<file path="src/design/scsb_pkg.sv">
// Package with constants and carrier types for the SPI chip status byte block.
package scsb_pkg;

    // Status byte layout.
    localparam int STAT_W        = 8;
    localparam int RDY_BIT       = 7;
    localparam int STATE_MSB     = 6;
    localparam int STATE_LSB     = 4;
    localparam int COUNT_MSB     = 3;
    localparam int COUNT_LSB     = 0;
    localparam int COUNT_W       = 4;
    localparam int FIFO_CNT_W    = 7;
    localparam int BIT_CNT_W     = 3;

    // Saturation value of the four-bit buffer count.
    localparam logic [FIFO_CNT_W-1:0] COUNT_SAT = 7'h0F;
    // Direction bit position inside the header byte.
    localparam int DIR_BIT       = 7;
    // Reset values.
    localparam logic [STAT_W-1:0]    STATUS_RST = 8'h80;
    localparam logic [BIT_CNT_W-1:0] BIT_CNT_RST = 3'h7;

    // Main state codes reported in bits six to four.
    localparam logic [2:0] ST_IDLE      = 3'h0;
    localparam logic [2:0] ST_RX        = 3'h1;
    localparam logic [2:0] ST_TX        = 3'h2;
    localparam logic [2:0] ST_FAST_TX   = 3'h3;
    localparam logic [2:0] ST_CALIB     = 3'h4;
    localparam logic [2:0] ST_SETTLE    = 3'h5;
    localparam logic [2:0] ST_RX_OVERRUN = 3'h6;
    localparam logic [2:0] ST_TX_STARVED = 3'h7;

    // Radio condition as reported by the main state machine.
    typedef enum logic [3:0] {
        SCSB_RADIO_IDLE,
        SCSB_RADIO_RX,
        SCSB_RADIO_TX,
        SCSB_RADIO_FAST_TX,
        SCSB_RADIO_CALIB,
        SCSB_RADIO_SETTLE,
        SCSB_RADIO_RX_OVERRUN,
        SCSB_RADIO_TX_STARVED,
        SCSB_RADIO_TRANSIT
    } scsb_radio_t;

    // Inputs from the rest of the chip that feed the status byte.
    typedef struct packed {
        logic                  crystal_stable;
        logic                  sleep_or_osc_off;
        scsb_radio_t           radio;
        logic [FIFO_CNT_W-1:0] rx_fill;
        logic [FIFO_CNT_W-1:0] tx_free;
    } scsb_chip_t;

    // Serial pins after synchronisation.
    typedef struct packed {
        logic sclk;
        logic sdi;
        logic cs_n;
    } scsb_pins_t;

endpackage : scsb_pkg

</file>
<file path="src/design/scsb_status.sv">
// SPI slave front end that shifts the chip status byte out on the serial output.
// Operation
// Status byte shifts out for every header, data or strobe byte.
// Top bit is not-ready flag; host clocks only after it goes low.
// Flag stays high until supply and crystal are stable, then low.
// Bits six to four carry the three-bit main state code.
// Code 000 means idle, also used for some transitional states.
// Codes 001 receive, 010 transmit, 011 fast transmit standby.
// Code 100 synthesiser calibration, 101 loop settling.
// Code 110 after receive overrun; host flushes receive buffer.
// Code 111 after transmit underflow; host flushes transmit buffer.
// Direction bit one: low nibble is bytes waiting in receive buffer.
// Direction bit zero: low nibble is free transmit buffer places.
// Buffer count saturates at fifteen.
// Idle keeps crystal and digital core powered, rest powered down.
// Host changes frequency settings only while idle is reported.
// All bytes shift most significant bit first.
// Host waits for serial output low before sending header.
// Output goes low at select unless sleeping or oscillator off.
`timescale 1ns/1ps
module scsb_status (
    input  wire logic                clk,
    input  wire logic                resetn,
    input  wire logic                sclk,
    input  wire logic                sdi,
    input  wire logic                chip_select_low_n,
    input  wire scsb_pkg::scsb_chip_t chip,
    output logic                     sdo,
    output logic                     sdo_oe_n,
    output logic                     osc_not_ready_flag,
    output logic [2:0]               state_code,
    output logic                     core_powered,
    output logic                     analog_powered,
    output logic                     byte_done
);
    // Whole module state in one packed struct.
    typedef struct packed {
        logic                           sclk_prev;
        logic                           in_frame;
        logic                           first_byte;
        logic                           read_dir;
        logic [scsb_pkg::BIT_CNT_W-1:0] bit_cnt;
        logic [scsb_pkg::STAT_W-1:0]    tx_shift;
        logic                           sdo;
        logic                           sdo_oe_n;
        logic                           byte_done;
    } scsb_state_t;

    scsb_state_t          st_ff;
    scsb_state_t          nxt_st;
    scsb_pkg::scsb_pins_t pins;
    logic [2:0]           code;
    logic                 not_ready;
    logic                 rise;
    logic                 fall;
    logic [scsb_pkg::STAT_W-1:0] status_now;
    logic                 first_rise;
    logic                 dir_sel;

    // Pins cross into the clock domain through two flops.
    scsb_sync #(
        .WIDTH (3)
    ) u_sync (
        .clk      (clk),
        .resetn   (resetn),
        .async_in ({sclk, sdi, chip_select_low_n}),
        .sync_out (pins)
    );

    // Saturating four-bit count from a wider buffer level.
    function automatic logic [scsb_pkg::COUNT_W-1:0] sat_count(
        input logic [scsb_pkg::FIFO_CNT_W-1:0] level
    );
        // saturate at fifteen
        if (level >= scsb_pkg::COUNT_SAT)
            sat_count = scsb_pkg::COUNT_SAT[scsb_pkg::COUNT_W-1:0];
        else
            sat_count = level[scsb_pkg::COUNT_W-1:0];
    endfunction : sat_count

    // Map the radio condition onto the reported state code.
    always_comb
    begin
        // state code field
        case (chip.radio)
            // idle and transitions
            scsb_pkg::SCSB_RADIO_IDLE:       code = scsb_pkg::ST_IDLE;
            scsb_pkg::SCSB_RADIO_TRANSIT:    code = scsb_pkg::ST_IDLE;
            // active mode codes
            scsb_pkg::SCSB_RADIO_RX:         code = scsb_pkg::ST_RX;
            scsb_pkg::SCSB_RADIO_TX:         code = scsb_pkg::ST_TX;
            scsb_pkg::SCSB_RADIO_FAST_TX:    code = scsb_pkg::ST_FAST_TX;
            // synthesiser codes
            scsb_pkg::SCSB_RADIO_CALIB:      code = scsb_pkg::ST_CALIB;
            scsb_pkg::SCSB_RADIO_SETTLE:     code = scsb_pkg::ST_SETTLE;
            // receive overrun code
            scsb_pkg::SCSB_RADIO_RX_OVERRUN: code = scsb_pkg::ST_RX_OVERRUN;
            // transmit underflow code
            scsb_pkg::SCSB_RADIO_TX_STARVED: code = scsb_pkg::ST_TX_STARVED;
            default:                         code = scsb_pkg::ST_IDLE;
        endcase
    end

    // flag follows crystal
    assign not_ready = ~chip.crystal_stable;
    assign rise      = pins.sclk & ~st_ff.sclk_prev;
    assign fall      = ~pins.sclk & st_ff.sclk_prev;

    // The direction bit arrives with the first rise of a frame, and the
    // count nibble must already follow it when the shifter is loaded.
    assign first_rise = rise & st_ff.first_byte & (st_ff.bit_cnt == scsb_pkg::BIT_CNT_RST);
    assign dir_sel    = first_rise ? pins.sdi : st_ff.read_dir;

    // Elaboration check: the shifter is built for a status byte with the flag on top.
    if (scsb_pkg::RDY_BIT != scsb_pkg::STAT_W - 1 || scsb_pkg::COUNT_W > scsb_pkg::FIFO_CNT_W)
    begin : g_bad_layout
        $error("Status byte layout does not fit the shifter.");
    end

    // Assemble the byte; direction picks which buffer count is shown.
    always_comb
    begin
        status_now = '0;
        // flag in top bit
        status_now[scsb_pkg::RDY_BIT] = not_ready;
        status_now[scsb_pkg::STATE_MSB:scsb_pkg::STATE_LSB] = code;
        // read shows fill
        if (dir_sel)
            status_now[scsb_pkg::COUNT_MSB:scsb_pkg::COUNT_LSB] = sat_count(chip.rx_fill);
        // write shows free
        else
            status_now[scsb_pkg::COUNT_MSB:scsb_pkg::COUNT_LSB] = sat_count(chip.tx_free);
    end

    // Frame tracking, bit sampling on rising edges, shifting on falling edges.
    always_comb
    begin
        nxt_st           = st_ff;
        nxt_st.sclk_prev = pins.sclk;
        nxt_st.byte_done = 1'b0;
        if (pins.cs_n)
        begin
            nxt_st.in_frame   = 1'b0;
            nxt_st.first_byte = 1'b1;
            nxt_st.bit_cnt    = scsb_pkg::BIT_CNT_RST;
            nxt_st.sdo_oe_n   = 1'b1;
            nxt_st.sdo        = 1'b1;
        end
        else if (!st_ff.in_frame)
        begin
            nxt_st.in_frame = 1'b1;
            nxt_st.sdo_oe_n = 1'b0;
            // output low at select
            nxt_st.sdo      = not_ready | chip.sleep_or_osc_off;
        end
        else
        begin
            // Before the first clock the pin tracks readiness.
            if (st_ff.first_byte && st_ff.bit_cnt == scsb_pkg::BIT_CNT_RST && !rise)
            begin
                nxt_st.sdo = not_ready | chip.sleep_or_osc_off;
            end
            if (rise)
            begin
                if (first_rise)
                begin
                    // latch direction bit
                    nxt_st.read_dir = pins.sdi;
                    // first status bit
                    nxt_st.sdo      = status_now[scsb_pkg::RDY_BIT];
                    nxt_st.tx_shift = {status_now[scsb_pkg::STAT_W-2:0], 1'b0};
                end
                nxt_st.bit_cnt = st_ff.bit_cnt - 3'h1;
                if (st_ff.bit_cnt == '0)
                begin
                    nxt_st.byte_done  = 1'b1;
                    nxt_st.first_byte = 1'b0;
                end
            end
            if (fall)
            begin
                if (st_ff.bit_cnt == scsb_pkg::BIT_CNT_RST)
                begin
                    // reload for next byte
                    nxt_st.tx_shift = {status_now[scsb_pkg::STAT_W-2:0], 1'b0};
                    nxt_st.sdo      = status_now[scsb_pkg::RDY_BIT];
                end
                else
                begin
                    // shift next bit
                    nxt_st.sdo      = st_ff.tx_shift[scsb_pkg::STAT_W-1];
                    nxt_st.tx_shift = {st_ff.tx_shift[scsb_pkg::STAT_W-2:0], 1'b0};
                end
            end
        end
    end

    // Registers the module state.
    always_ff @(posedge clk or negedge resetn)
    begin
        if (!resetn)
        begin
            st_ff            <= '0;
            st_ff.sclk_prev  <= 1'b1;
            st_ff.first_byte <= 1'b1;
            st_ff.bit_cnt    <= scsb_pkg::BIT_CNT_RST;
            st_ff.tx_shift   <= scsb_pkg::STATUS_RST;
            st_ff.sdo        <= 1'b1;
            st_ff.sdo_oe_n   <= 1'b1;
        end
        else
            st_ff <= nxt_st;
    end

    assign sdo                = st_ff.sdo;
    assign sdo_oe_n           = st_ff.sdo_oe_n;
    assign byte_done          = st_ff.byte_done;
    assign osc_not_ready_flag = not_ready;
    assign state_code         = code;
    // idle power plan
    assign core_powered       = 1'b1;
    assign analog_powered     = (code != scsb_pkg::ST_IDLE) | (chip.radio == scsb_pkg::SCSB_RADIO_TRANSIT);

endmodule : scsb_status

</file>
<file path="src/design/scsb_sync.sv">
// Two-flop synchroniser for the serial pins.
`timescale 1ns/1ps
module scsb_sync #(
    parameter int WIDTH = 3
) (
    input  wire logic             clk,
    input  wire logic             resetn,
    input  wire logic [WIDTH-1:0] async_in,
    output logic      [WIDTH-1:0] sync_out
);
    // Single packed state: both stages.
    typedef struct packed {
        logic [WIDTH-1:0] meta;
        logic [WIDTH-1:0] stable;
    } scsb_sync_state_t;

    scsb_sync_state_t state_ff;
    scsb_sync_state_t nxt_state;

    // Elaboration check: a zero-width synchroniser cannot be built.
    if (WIDTH < 1)
    begin : g_bad_width
        $error("WIDTH must be at least one.");
    end

    // The first stage is read only by the second stage.
    always_comb
    begin
        nxt_state        = state_ff;
        nxt_state.meta   = async_in;
        nxt_state.stable = state_ff.meta;
    end

    // Select idles high so reset loads ones.
    always_ff @(posedge clk or negedge resetn)
    begin
        if (!resetn)
            state_ff <= '1;
        else
            state_ff <= nxt_state;
    end

    assign sync_out = state_ff.stable;

endmodule : scsb_sync

</file>
<file path="config.mk">
export PLATFORM = sky130hd
export DESIGN_NAME = scsb_status
export DESIGN_NICKNAME = d
export VERILOG_FILES = /design/src/design/scsb_pkg.sv /design/src/design/scsb_status.sv /design/src/design/scsb_sync.sv
export SDC_FILE = /design/constraint.sdc
export NUM_CORES = 1
export LEC_CHECK = 0
export ABC_AREA = 1
export BUFFER_PORTS_ARGS = -buffer_cell sky130_fd_sc_hd__buf_2
export CAP_MARGIN = 20
export CORE_UTILIZATION = 25
export CTS_BUF_LIST = sky130_fd_sc_hd__clkbuf_4 sky130_fd_sc_hd__clkbuf_8 sky130_fd_sc_hd__clkbuf_16
export DETAILED_ROUTE_END_ITERATION = 10
export SLEW_MARGIN = 40
export SYNTH_ARGS = -nofsm -noshare
export SYNTH_HDL_FRONTEND = slang
export SYNTH_SLANG_ARGS = --single-unit
export TNS_END_PERCENT = 10
</file>
<file path="constraint.sdc">
create_clock -name clk -period 3.25 [get_ports clk]
set_input_delay 0.65 -clock clk [delete_from_list [all_inputs] [get_ports clk]]
set_output_delay 0.65 -clock clk [all_outputs]
set_load 0.02 [all_outputs]
</file>
==> results.json, run 1 <==
{
  "cts_setup_buffers": 0,
  "grt_max_degree": 24,
  "dp_slack_ns": 1.30,
  "powerDensity_mw_per_mm2": 531,
  "setup_viol": 0,
  "fmax_mhz": 514,
  "grt_pass1_vias": 946,
  "area_delta_synth_final_pct": 22.2,
  "cp-end-kind": "output port",
  "status": "complete, no violations",
  "fp.dieW_microns": 73.7,
  "vias": 1027,
  "setup_tns_ns": 0,
  "hpwl_microns": 1960,
  "synth_seq_cells": 23,
  "die_h_microns": 73.7,
  "min_path_type": "in2async",
  "hold_viol_final": 0,
  "final_antenna_net_count": 0,
  "numCtsBuffers": 3,
  "fin_ws_ns": 1.30,
  "startpoint": "chip[15]",
  "drive_gt1_frac": 0.330,
  "cts.sinks": 23,
  "post_cts_resized": 0,
  "num_antenna_cells": 0,
  "initial_core_util": 0.265,
  "leakage_nw": 0.856,
  "arrival_ns": 1.30,
  "cts_tree": "yes",
  "fin_crit_sh": 0.599,
  "port_buffers": 32,
  "tightestPinTransition_ns": 0.505,
  "wl_per_cell_microns": 9.93,
  "path_clk_slew_ns": 0.08,
  "rrSetupSlack_ns": 1.60,
  "slew_headroom": 0.663,
  "core_region_area_sq_mm": 0.00485,
  "ctsHtreeMaxLevel": 1,
  "synth_seq_area_share": 0.462,
  "slew_viol_final": 0,
  "cp_max_fo": 2,
  "wl_microns": 2530,
  "skew_ns": 0.00178,
  "num_rows": 25,
  "r2r_end": "st_ff[8]",
  "insertion_delay_ns": 0.26,
  "synthCells": 153,
  "synth_area_sq_mm": 0.00128,
  "yosys.area.top_type_share": 0.286,
  "whs_ns": 0.345,
  "maxCapViolations": 0,
  "grt_usage": 0.102,
  "ir_drop_uv": 214,
  "viasPerCell": 4.03,
  "yosys-top-cells-area": "dfstp_2 (29%), dfrtp_1 (18%), nand2_1 (13%)",
  "fin_util": 0.324,
  "layout_min_cycle_time_ns": 1.95,
  "drt_iter0_drc": 33,
  "ctsHoldBuffers": 0,
  "die_area_sq_mm": 0.00543,
  "cts_root_buf": "clkbuf_8",
  "grt_antenna_before_repair": 0,
  "syn_nets": 183,
  "final_nets": 219,
  "gp_congestion": 0.779,
  "rsz0062_at_grt": "no",
  "worstRegToRegCells": 6,
  "drtPass1Iterations": 4,
  "yosysWarnings": 0,
  "drc": 0,
  "required_ns": 2.60,
  "ys_types": 24,
  "syn_avg_cell_area_sq_um": 8.40,
  "num_io_pins": 34,
  "worstSetupPathType": "in2out",
  "crit_path_start_kind": "input port",
  "cp-endpoint": "analog_powered",
  "synth_area_leader_cell": "dfstp_2",
  "grt_pass1_wl_microns": 4160,
  "clockBufferDepth": 2,
  "post_dp_cell_area_sq_mm": 0.00152,
  "postLayoutCellArea_sq_mm": 0.00157,
  "reg2reg_from": "st_ff[17]",
  "overflow": 0
}
synthesized netlist by cell type:
library cell and instances:
o21ai_2 1, nand3_4 1, o21ai_0 8, nand3_1 14, o21bai_2 1, o21ai_4 1, nand3b_1 7, inv_1 22
a21oi_1 3, ha_1 5, conb_1 1, buf_4 1, nor3_4 1, nor3_1 1, dfrtp_1 9, dfstp_2 14
nor2_4 1, nand2_1 43, o21ai_1 4, xor2_1 1, nand2_4 2, nand2_2 4, nor2_1 7, a22oi_1 1
per-layer routing:
layer	vias to the layer above	GRT usage	part of all wire
met5	-	0	0
met4	0	0.0449	0.017
met3	5	0.0178	0.035
met1	446	0.139	0.49
met2	22	0.158	0.46
li1	554	-	-
power breakdown:
part | switching (mW) | internal (mW)
Combinational | 0.159 | 0.0997
Sequential | 0.0323 | 0.357
Clock | 0.0897 | 0.0959
Total | 0.281 | 0.552
logic make-up (layout without fill, tap and decap cells):
group,Yosys count,count (layout),share of synthesized area
buf+inv,23,58,0.0701
compound gates,19,19,0.0925
xor+xnor,1,1,0.00682
flops,23,23,0.462
simple gates,81,81,0.317
fa+ha+maj,5,5,0.0487
other cells,1,1,0.00292
registers in the layout, indices dropped and copies added (netlist names):
| register | flops |
|---|---|
| u_sync.sync_out | 3 |
| byte_done | 1 |
| st_ff | 14 |
| sdo_oe_n | 1 |
| sdo | 1 |
| u_sync.nxt_state | 3 |
worst min path at each step:
stage / to / slack [ns]
detailed placement: u_sync.sync_out[2] / 0.35
global route: u_sync.sync_out[2] / 0.36
floorplan: byte_done / 0.35
global placement: u_sync.sync_out[2] / 0.35
CTS: st_ff[8] / 0.36
finish: st_ff[8] / 0.35
metrics by stage:
step / power (mW) / cells
after floorplan: 0.587 / 153
after global placement: 0.649 / 251
after detailed placement: 0.654 / 251
after CTS: 0.850 / 255
after global routing: 0.906 / 255
final: 0.834 / 255
final cells by class:
class	instances	area [sq um]
clock buffers	4	48.8
fillers	519	3280
inverters	22	82.6
multi-input cells	107	602
flip-flops and latches	23	593
well taps	67	83.8
repair buffers	32	160
critical path: stages:
cell	delay [ns]
buf_2	0.10
nor3_1	0.22
xor2_1	0.15
buf_2	0.17
placed cells by master, fill, tap and decap left out, types with 4 or more instances in the layout:
master,instances
buf_2,32
dfstp_2,14
nor2_1,7
inv_1,22
dfrtp_1,9
nand2_1,43
nand2_2,4
o21ai_1,4
nand3b_1,7
ha_1,5
nand3_1,14
o21ai_0,8
Note: power is estimated with default switching activity, not from simulation.
==> run 2, diff against run 1 <==
==> constraint.sdc (replaced) <==
create_clock -name clk -period 1.76 [get_ports clk]
set_input_delay 0.352 -clock clk [delete_from_list [all_inputs] [get_ports clk]]
set_output_delay 0.352 -clock clk [all_outputs]
set_load 0.02 [all_outputs]
==> results.json, run 2 (synthesis results as in run 1) <==
{
  "status": "complete, no violations",
  "ctsHtreeMaxLevel": 1,
  "fp.dieW_microns": 73.7,
  "leakage_nw": 0.856,
  "hold_viol_final": 0,
  "powerDensity_mw_per_mm2": 981,
  "overflow": 0,
  "die_h_microns": 73.7,
  "layout_min_cycle_time_ns": 1.63,
  "fin_crit_sh": 0.926,
  "setup_tns_ns": 0,
  "final_antenna_net_count": 0,
  "path_clk_slew_ns": 0.08,
  "cp-end-kind": "flop",
  "critPathMaxStageDelay_ns": 0.55,
  "drt_iter0_drc": 47,
  "num_antenna_cells": 0,
  "drive_gt1_frac": 0.330,
  "grt_pass1_wl_microns": 4200,
  "grt_usage": 0.103,
  "r2r_end": "st_ff[8]",
  "rrSetupSlack_ns": 0.13,
  "cts_root_buf": "clkbuf_8",
  "viasPerCell": 4.06,
  "grt_max_degree": 24,
  "post_cts_resized": 0,
  "grt_antenna_before_repair": 0,
  "p_total_mw": 1.54,
  "regMostFlops": "st_ff",
  "crit_chain": "inv_1 > ha_1 > nor3_4 > nand2_4 > nand2_1 > o21ai_2",
  "rsz0062_at_grt": "no",
  "ctsHoldBuffers": 0,
  "drtPass1Iterations": 4,
  "die_area_sq_mm": 0.00543,
  "fmax_mhz": 614,
  "slew_viol_final": 0,
  "worstRegToRegCells": 6,
  "arrival_ns": 1.79,
  "required_ns": 1.92,
  "insertion_delay_ns": 0.27,
  "hpwl_microns": 2010,
  "ir_drop_uv": 378,
  "vias": 1036,
  "cts_tree": "yes",
  "wl_microns": 2550,
  "reg2reg_from": "st_ff[17]",
  "crit_path_start_kind": "flop",
  "largest_reg_flops": 14,
  "skew_ns": 0.00415,
  "cts_setup_buffers": 0,
  "clockBufferDepth": 2,
  "wl_per_cell_microns": 10.0,
  "initial_core_util": 0.265,
  "numCtsBuffers": 3,
  "gp_congestion": 0.733,
  "area_delta_synth_final_pct": 22.2,
  "cts.sinks": 23,
  "core_region_area_sq_mm": 0.00485,
  "maxCapViolations": 0,
  "worst_path_max_delay_cell": "dfstp_2",
  "num_rows": 25,
  "final_nets": 219,
  "layout_common_cells": "nand2_1 (43), buf_2 (32), inv_1 (22)",
  "cp_max_fo": 10,
  "num_io_pins": 34,
  "grt_pass1_vias": 947,
  "worstSetupPathType": "reg2reg",
  "layout_commonest_cell": "nand2_1",
  "drc": 0,
  "port_buffers": 32,
  "setup_viol": 0,
  "min_path_type": "in2async"
}
-- run 2: cell counts in the layout (fill, tap and decap cells not counted) --
No cell type changed its count.
-- run 2: through the flow --
stage | setup slack (ns) | area (sq um) | hold WS [ns] | cells | util
4_1_cts | 0.112 | 1570 | 0.0634 | 255 | 0.324
6_report | 0.130 | 1570 | 0.0442 | 255 | 0.324
3_3_place_gp | 0.179 | 1520 | 0.347 | 251 | 0.314
3_5_place_dp | 0.136 | 1520 | 0.347 | 251 | 0.314
2_1_floorplan | 0.226 | 1280 | 0.0564 | 153 | -
5_1_grt | 0.0226 | 1570 | 0.0885 | 255 | 0.324
-- run 2: layer usage --
layer  GRT usage  routed length [microns]  part of all wire
met5           0                        0                 0
met4      0.0513                       48             0.019
met3      0.0165                       80             0.031
met2       0.156                     1120              0.44
met1       0.142                     1310              0.51
-- run 2: area by class of cell --
type	instances	area (sq um)
sequential	23	593
inverter	22	82.6
clock buffer	4	48.8
multi-input combinational	107	602
timing repair buffer	32	160
tap	67	83.8
fill	521	3280
-- run 2: worst max-delay path by stage --
stage | end | startpoint | cells after the start | slack, ns
final | st_ff[8] | st_ff[17] | 6 | 0.13
after CTS | st_ff[8] | st_ff[17] | 6 | 0.11
after global placement | st_ff[8] | st_ff[17] | 6 | 0.18
after global routing | st_ff[9] | st_ff[17] | 6 | 0.02
after floorplan | st_ff[8] | st_ff[17] | 6 | 0.23
after detailed placement | st_ff[8] | st_ff[17] | 6 | 0.14
-- run 2: worst max-delay path: cells and delay by family (launching register included) --
kind            cells  cell delay [ns]
flops               1             0.55
compound gates      1             0.05
buf+inv             1             0.04
fa+ha+maj           1             0.32
simple gates        3             0.56
-- run 2: where the power goes --
| group | switching, mW | leakage [nW] | total [mW] | internal (mW) |
|---|---|---|---|---|
| registers | 0.0662 | 0.256 | 0.726 | 0.659 |
| clock network | 0.167 | 0.0262 | 0.344 | 0.177 |
| logic | 0.288 | 0.574 | 0.471 | 0.183 |
| total | 0.521 | 0.856 | 1.54 | 1.02 |
